<file path="src/eil_params.svh">
// constants for the external interrupt pin latch block
// assumes an 8-bit register port and a 40 MHz reference clock
`ifndef EIL_PARAMS_SVH
`define EIL_PARAMS_SVH

// register offsets on the plain register port
`define EIL_STATCTL_ADDR    8'h00
`define EIL_INT_STATUS_ADDR 8'h01
`define EIL_INT_ENABLE_ADDR 8'h02

// field positions in the status and control register
`define EIL_MODE_BIT 0
`define EIL_MASK_BIT 1
`define EIL_ACK_BIT  2
`define EIL_PEND_BIT 3

// event positions in the sticky status and enable registers
`define EIL_EV_LATCHED 0
`define EIL_EV_CLEARED 1

// reset values
`define EIL_STATCTL_RESET 8'h00
`define EIL_EVENT_RESET  2'h0
`define EIL_PIN_IDLE     1'b1

// vector pair taken for this interrupt
`define EIL_VECTOR_HI 16'hfffa
`define EIL_VECTOR_LO 16'hfffb

`endif

</file>
<file path="src/eil_pkg.sv">
// types for the external interrupt pin latch block
// assumes the constants header is included by the design files
package eil_pkg;

    // whole state of the latch block, registered as one word
    typedef struct packed {
        logic       pin_s1;      // synchroniser stage one
        logic       pin_s2;      // synchroniser stage two
        logic       pin_s3;      // synchroniser stage three
        logic       pin_f;       // agreed pin level
        logic       latch;       // request latch
        logic       ack_seen;    // acknowledge held in level mode
        logic       mask;        // request mask bit
        logic       mode;        // sensitivity select
        logic [1:0] ev_status;   // sticky event bits
        logic [1:0] ev_enable;   // event enables
        logic [7:0] rdata;       // read data register
    } eil_state_t;

endpackage : eil_pkg

</file>
<file path="src/eil_latch.sv">
// external interrupt pin latch with status and control register
// assumes one 40 MHz clock, synchronous reset, asynchronous pin
//
// Behaviour
// - falling pin event sets latch until cleared
// - vector fetch acknowledge clears the latch
// - writing one to clear strobe clears latch
// - reset clears latch and sensitivity select
// - edge mode holds until acknowledge, clears immediately
// - level mode clears after acknowledge and pin high
// - mask bit withholds request from priority logic
// - edge after software acknowledge latches again
// - serviced request uses fixed high vector pair
// - pending flag ignores the mask bit
// - pending flag read-only, shows latched request
// - clear strobe write-only, always reads zero
// - mask bit read/write, reset clear, one disables
// - select bit read/write, one adds low level
// - break without enable blocks software clear
// - break with enable clears, stays cleared after
`include "eil_params.svh"

module eil_latch
(
    input  wire logic        ref_clk,
    input  wire logic        sys_rst,
    input  wire logic        irq_pin_n,
    input  wire logic        vector_fetch,
    input  wire logic        break_state,
    input  wire logic        break_clear_enable,
    input  wire logic [7:0]  reg_addr,
    input  wire logic [7:0]  reg_wdata,
    input  wire logic        reg_wr,
    input  wire logic        reg_rd,
    output logic      [7:0]  reg_rdata,
    output logic             irq_request,
    output logic             pending_flag,
    output logic             pin_level,
    output logic      [15:0] vector_hi,
    output logic      [15:0] vector_lo,
    output logic             evt_irq
);

    // address match used by every register access
    function automatic logic addr_hit
    (
        input logic [7:0] addr,
        input logic [7:0] target
    );
        addr_hit = (addr == target);
    endfunction : addr_hit

    eil_pkg::eil_state_t st;
    eil_pkg::eil_state_t next_st;

    logic wr_ctrl;
    logic wr_status;
    logic wr_enable;
    logic sw_ack;
    logic sw_ack_ok;
    logic ack_now;
    logic pin_fall;
    logic clear_cond;
    logic next_latch;

    // register port decode
    assign wr_ctrl   = reg_wr && addr_hit(reg_addr, `EIL_STATCTL_ADDR);
    assign wr_status = reg_wr && addr_hit(reg_addr, `EIL_INT_STATUS_ADDR);
    assign wr_enable = reg_wr && addr_hit(reg_addr, `EIL_INT_ENABLE_ADDR);

    // software acknowledge, gated during break
    assign sw_ack    = wr_ctrl && reg_wdata[`EIL_ACK_BIT];
    assign sw_ack_ok = sw_ack && (!break_state || break_clear_enable);
    assign ack_now   = vector_fetch || sw_ack_ok;

    // falling edge: agreed high, then two agreeing low samples
    assign pin_fall = st.pin_f && !st.pin_s2 && !st.pin_s3;

    // clearing condition depends on sensitivity
    always_comb
    begin
        if (st.mode)
        begin
            clear_cond = (ack_now || st.ack_seen) && st.pin_f;
        end
        else
        begin
            clear_cond = ack_now;
        end
    end

    // set wins over clear, level mode keeps request while low
    assign next_latch = pin_fall
                      || (st.mode && !st.pin_f)
                      || (st.latch && !clear_cond);

    // next state of the whole block
    always_comb
    begin
        next_st = st;
        next_st.pin_s1 = irq_pin_n;
        next_st.pin_s2 = st.pin_s1;
        next_st.pin_s3 = st.pin_s2;
        if (st.pin_s2 == st.pin_s3)
        begin
            next_st.pin_f = st.pin_s3;
        end
        next_st.latch = next_latch;
        // remember an acknowledge until the pin returns high
        if (pin_fall || !next_latch)
        begin
            next_st.ack_seen = 1'b0;
        end
        else if (st.mode && ack_now)
        begin
            next_st.ack_seen = 1'b1;
        end
        // control bits, clear strobe is never stored
        if (wr_ctrl)
        begin
            next_st.mask = reg_wdata[`EIL_MASK_BIT];
            next_st.mode = reg_wdata[`EIL_MODE_BIT];
        end
        // sticky events, write one clears, set wins
        if (wr_status)
        begin
            next_st.ev_status = st.ev_status & ~reg_wdata[1:0];
        end
        if (next_latch && !st.latch)
        begin
            next_st.ev_status[`EIL_EV_LATCHED] = 1'b1;
        end
        if (st.latch && !next_latch)
        begin
            next_st.ev_status[`EIL_EV_CLEARED] = 1'b1;
        end
        if (wr_enable)
        begin
            next_st.ev_enable = reg_wdata[1:0];
        end
        // read data stands only in the cycle after the strobe
        next_st.rdata = 8'h00;
        if (reg_rd)
        begin
            if (addr_hit(reg_addr, `EIL_STATCTL_ADDR))
            begin
                next_st.rdata[`EIL_PEND_BIT] = st.latch;
                next_st.rdata[`EIL_ACK_BIT]  = 1'b0;
                next_st.rdata[`EIL_MASK_BIT] = st.mask;
                next_st.rdata[`EIL_MODE_BIT] = st.mode;
            end
            else if (addr_hit(reg_addr, `EIL_INT_STATUS_ADDR))
            begin
                next_st.rdata[1:0] = st.ev_status;
            end
            else if (addr_hit(reg_addr, `EIL_INT_ENABLE_ADDR))
            begin
                next_st.rdata[1:0] = st.ev_enable;
            end
        end
    end

    // state register, reset clears latch and mode
    always_ff @(posedge ref_clk)
    begin
        if (sys_rst)
        begin
            st.pin_s1    <= `EIL_PIN_IDLE;
            st.pin_s2    <= `EIL_PIN_IDLE;
            st.pin_s3    <= `EIL_PIN_IDLE;
            st.pin_f     <= `EIL_PIN_IDLE;
            st.latch     <= 1'b0;
            st.ack_seen  <= 1'b0;
            st.mask      <= 1'b0;
            st.mode      <= 1'b0;
            st.ev_status <= `EIL_EVENT_RESET;
            st.ev_enable <= `EIL_EVENT_RESET;
            st.rdata     <= `EIL_STATCTL_RESET;
        end
        else
        begin
            st <= next_st;
        end
    end

    // outputs
    assign reg_rdata    = st.rdata;
    assign pending_flag = st.latch;
    assign irq_request  = st.latch && !st.mask;
    assign pin_level    = st.pin_f;
    assign vector_hi    = `EIL_VECTOR_HI;
    assign vector_lo    = `EIL_VECTOR_LO;
    assign evt_irq      = |(st.ev_status & st.ev_enable);
endmodule : eil_latch

</file>
<file path="config.mk">
export PLATFORM = sky130hd
export DESIGN_NAME = eil_latch
export DESIGN_NICKNAME = d
export VERILOG_FILES = /design/src/eil_pkg.sv /design/src/eil_latch.sv
export VERILOG_INCLUDE_DIRS = /design/src
export SDC_FILE = /design/constraint.sdc
export NUM_CORES = 1
export LEC_CHECK = 0
export BUFFER_PORTS_ARGS = -buffer_cell sky130_fd_sc_hd__buf_2
export CAP_MARGIN = 20
export CORE_UTILIZATION = 37
export DETAILED_ROUTE_END_ITERATION = 10
export GPL_TIMING_DRIVEN = 0
export HOLD_SLACK_MARGIN = 0.12
export PLACE_DENSITY = 0.76
export SYNTH_ARGS = -nofsm -noshare
export SYNTH_HDL_FRONTEND = slang
export SYNTH_SLANG_ARGS = --single-unit
</file>
<file path="constraint.sdc">
create_clock -name ref_clk -period 1.2 [get_ports ref_clk]
set_input_delay 0.12 -clock ref_clk [delete_from_list [all_inputs] [get_ports ref_clk]]
set_output_delay 0.12 -clock ref_clk [all_outputs]
set_load 0.01 [all_outputs]
</file>
==> metrics.md <==
| Metric | Value |
|---|---|
| CTS sink count | 15 |
| Synth top area share | 0.305 |
| Post-DP HPWL | ~1.4 mm |
| DRC Markers | 0 |
| Core area | between 2000 and 2500 um^2 |
| Switching share of power | 0.263 |
| Total Wirelength | between 1.5 and 2 mm |
| Peak supply drop | approximately 560 uV |
| Share of cells above drive strength 1 | 0.454 |
| Worst reg-to-reg setup slack | 130 ps |
| Hold Fails Final Rpt | 0 |
| Number of global-route vias before repair | 718 |
| Synth area leader | buf_4 |
| Reg-to-reg critical path endpoint | st[14]$_SDFFE_PP0P_ |
| HP Start | reg_rd |
| Worst reg2reg path startpoint | st[17]$_SDFF_PP1_ |
| Setup violators final | 0 |
| Setup crit end kind | output port |
| Row cnt | 18 |
| Clock Path Buffers | 2 |
| Antenna Diode Count | 0 |
| Die outline height | 53.6 um |
| Die W | ~54 um |
| CTS Root Cell | clkbuf_4 |
| Critical path required time | between 1000 and 1500 ps |
| Fin Clk Skew | about 1.8 ps |
| Antenna violations before repair | 0 |
| LEAKAGE | about 0.73 nW |
| Flop pwr share | 0.495 |
| Vias/cell | just under 4 |
| RD Place Congestion | roughly 0.86 |
| Maximum clock rate | between 900 and 1000 MHz |
| Post-synth EDFFs | 0 |
| Fin crit share | 0.911 |
| Crit start category | flip-flop |
| Gr usage total | 0.142 |
| First-pass GRT wire length | around 2.9 mm |
| Reg2Reg Depth | 4 |
| Worst hold path type | input pin to flip-flop |
| Synth Cell Area | between 900 and 1000 um^2 |
| H-tree level count | 1 |
| MaxCap Viol Count | 0 |
| Pin count of the biggest net entering global routing | 11 |
| Fin crit period | 1090 ps |
| Worst hold path cell count | 3 |
| Critical Path AT | 970 ps |
| Crit path kind | flip-flop to output port |
| Comb power frac | 0.226 |
| Switching power of the nets | approximately 0.27 mW |
| Avg Cell Area, Syn | 8.55 um^2 |
| Starting Density | 0.393 |
| Run status | finished, final reports clean |
| Setup TNS | 0 ps |
| Nets | 208 |
| Ranking of synthesized cells by area | buf_4 (31%), dfxtp_1 (31%), mux2i_1 (6.1%) |
| Internal | 0.751 mW |
| Die Area | approximately 2900 um^2 |
| Placed Cells | 204 |
| Vias | about 840 |
| DRT Pass-1 Iters | 4 |
| Flops & latches, synth | 15 |
| DRT iter0 DRCs | 3 |
| Fin util | 0.551 |
| Top Ports | 68 |
| WHS Endpoint | reg_rdata[1]$_SDFF_PP0_ |
| Max-slew violations | 0 |
| Cells after Synth | around 120 |
| Area Growth Syn to Fin | 39.9% |
| Post-synthesis sequential area ratio | 0.305 |
| Clock power share | 0.279 |
| Total CTS buffers | 3 |
| Drt wl/cell | 8.44 um |
| Asr flop ratio synth | 0 |
| Routed Antenna Nets | 0 |
| Number of port buffers | 24 |
| CTS tree | yes |
| Synth Flop Type | dfxtp_1 |
| CTS clk-pin slew, worst paths | 90 ps |
| Final non-filler cell total | around 210 |
| Crit Path Max Fanout | 3 |
| Remaining Overflow, GRT | 0 |
| Post-synth cell types | 26 |
| Synth Warn # | 0 |
| Power Dens Cells | 740 nW/um^2 |
| Clk_lat worst skew | between 200 and 300 ps |
| RSZ-0062 raised after global routing | false |
## final cells by class
cell class / instances / area (um^2)
inverter: 3 / 11.3
timing repair buffer: 29 / 165
clock buffer: 4 / 26.3
fill: 243 / 1120
multi-input combinational: 90 / 522
buffer: 42 / 308
tap: 30 / 37.5
sequential: 15 / 307
## worst max-delay path by stage
stage / startpoint / endpoint / depth (start not counted)
after detailed placement: reg_addr[5] / st[14]$_SDFFE_PP0P_ / 5
after floorplan: pin_level$_SDFFE_PP1N_ / st[14]$_SDFFE_PP0P_ / 4
final: st[11]$_SDFFE_PP0P_ / evt_irq / 2
after global placement: reg_addr[5] / st[14]$_SDFFE_PP0P_ / 5
after global routing: st[17]$_SDFF_PP1_ / st[14]$_SDFFE_PP0P_ / 4
after CTS: pin_level$_SDFFE_PP1N_ / st[14]$_SDFFE_PP0P_ / 4
## cell families after synthesis
group	synth area share
buffers and inverters	0.324
and+or+nand+nor	0.211
DFF	0.305
AOI/OAI and AO/OA	0.0903
muxes	0.0611
other	0.00764
## power by group through the flow
stage	Clock (mW)	Sequential, mW	Combinational [mW]
6_report	0.284	0.504	0.231
5_1_grt	0.326	0.505	0.256
3_3_place_gp	0	0.518	0.214
4_1_cts	0.301	0.506	0.224
3_5_place_dp	0	0.518	0.216
2_1_floorplan	0	0.517	0.172
## critical path, cell delays in order (launching register included)
cell,delay [ps]
dfxtp_1,340
a22o_1,230
buf_2,130
## cell usage in the layout, fill, tap and decap left out, drive strengths merged
master / netlist / final
nand3: 1 / 1
nand4b: 1 / 1
a2111oi: 1 / 1
clkbuf: 2 / 6
o21ai: 1 / 1
mux2i: 6 / 6
a2bb2oi: 2 / 2
inv: 3 / 3
dlygate4sd3: 0 / 3
and3: 1 / 1
nor2: 15 / 15
nand2b: 2 / 2
nand4: 4 / 4
nor2b: 2 / 2
nand2: 2 / 2
a211oi: 1 / 1
nor4: 1 / 1
a21oi: 5 / 5
a41o: 1 / 1
conb: 2 / 37
a22o: 1 / 1
or2: 3 / 3
nor3b: 3 / 3
buf: 40 / 66
dfxtp: 15 / 15
## flip-flops by register name, indices dropped and copies added (netlist names)
name,flops
st,8
pending_flag,1
pin_level,1
reg_rdata,3
next_st,2
## Yosys cell counts (all sizes together) (2+ instances only)
| cell type | n |
|---|---|
| mux2i | 6 |
| conb | 2 |
| inv | 3 |
| nor2b | 2 |
| or2 | 3 |
| nor2 | 15 |
| nand2b | 2 |
| nand4 | 4 |
| buf | 40 |
| a21oi | 5 |
| dfxtp | 15 |
| nor3b | 3 |
| clkbuf | 2 |
| nand2 | 2 |
| a2bb2oi | 2 |
## what timing repair did
| item | 4_1_cts | 5_1_grt |
|---|---|---|
| endpoints found under the hold margin | 4 | 0 |
| buffers inserted | 1 | 1 |
| pin swaps | 0 | 1 |
| resized for setup | 1 | 5 |
| endpoints found under the setup margin | 1 | 2 |
| hold buffers | 3 | 0 |
## per-stage QoR
stage | hold WS [ps] | setup WS, ps | cell area, um^2 | power [mW]
CTS | 139 | 3.55 | 1350 | 1.03
global route | 159 | 7.82 | 1380 | 1.09
floorplan | 224 | 44.5 | 1130 | 0.690
detailed placement | 305 | -148 | 1280 | 0.733
global placement | 304 | -123 | 1280 | 0.732
finish | 141 | 107 | 1380 | 1.02
## per-layer routing
layer  vias up  GRT usage  part of all wire
met3         0     0.0593             0.086
met2        41      0.285              0.54
met1       357      0.130              0.37
met4         0     0.0263                 0
li1        441          -                 -
met5         -          0                 0
(Power assumes the default switching activity.)
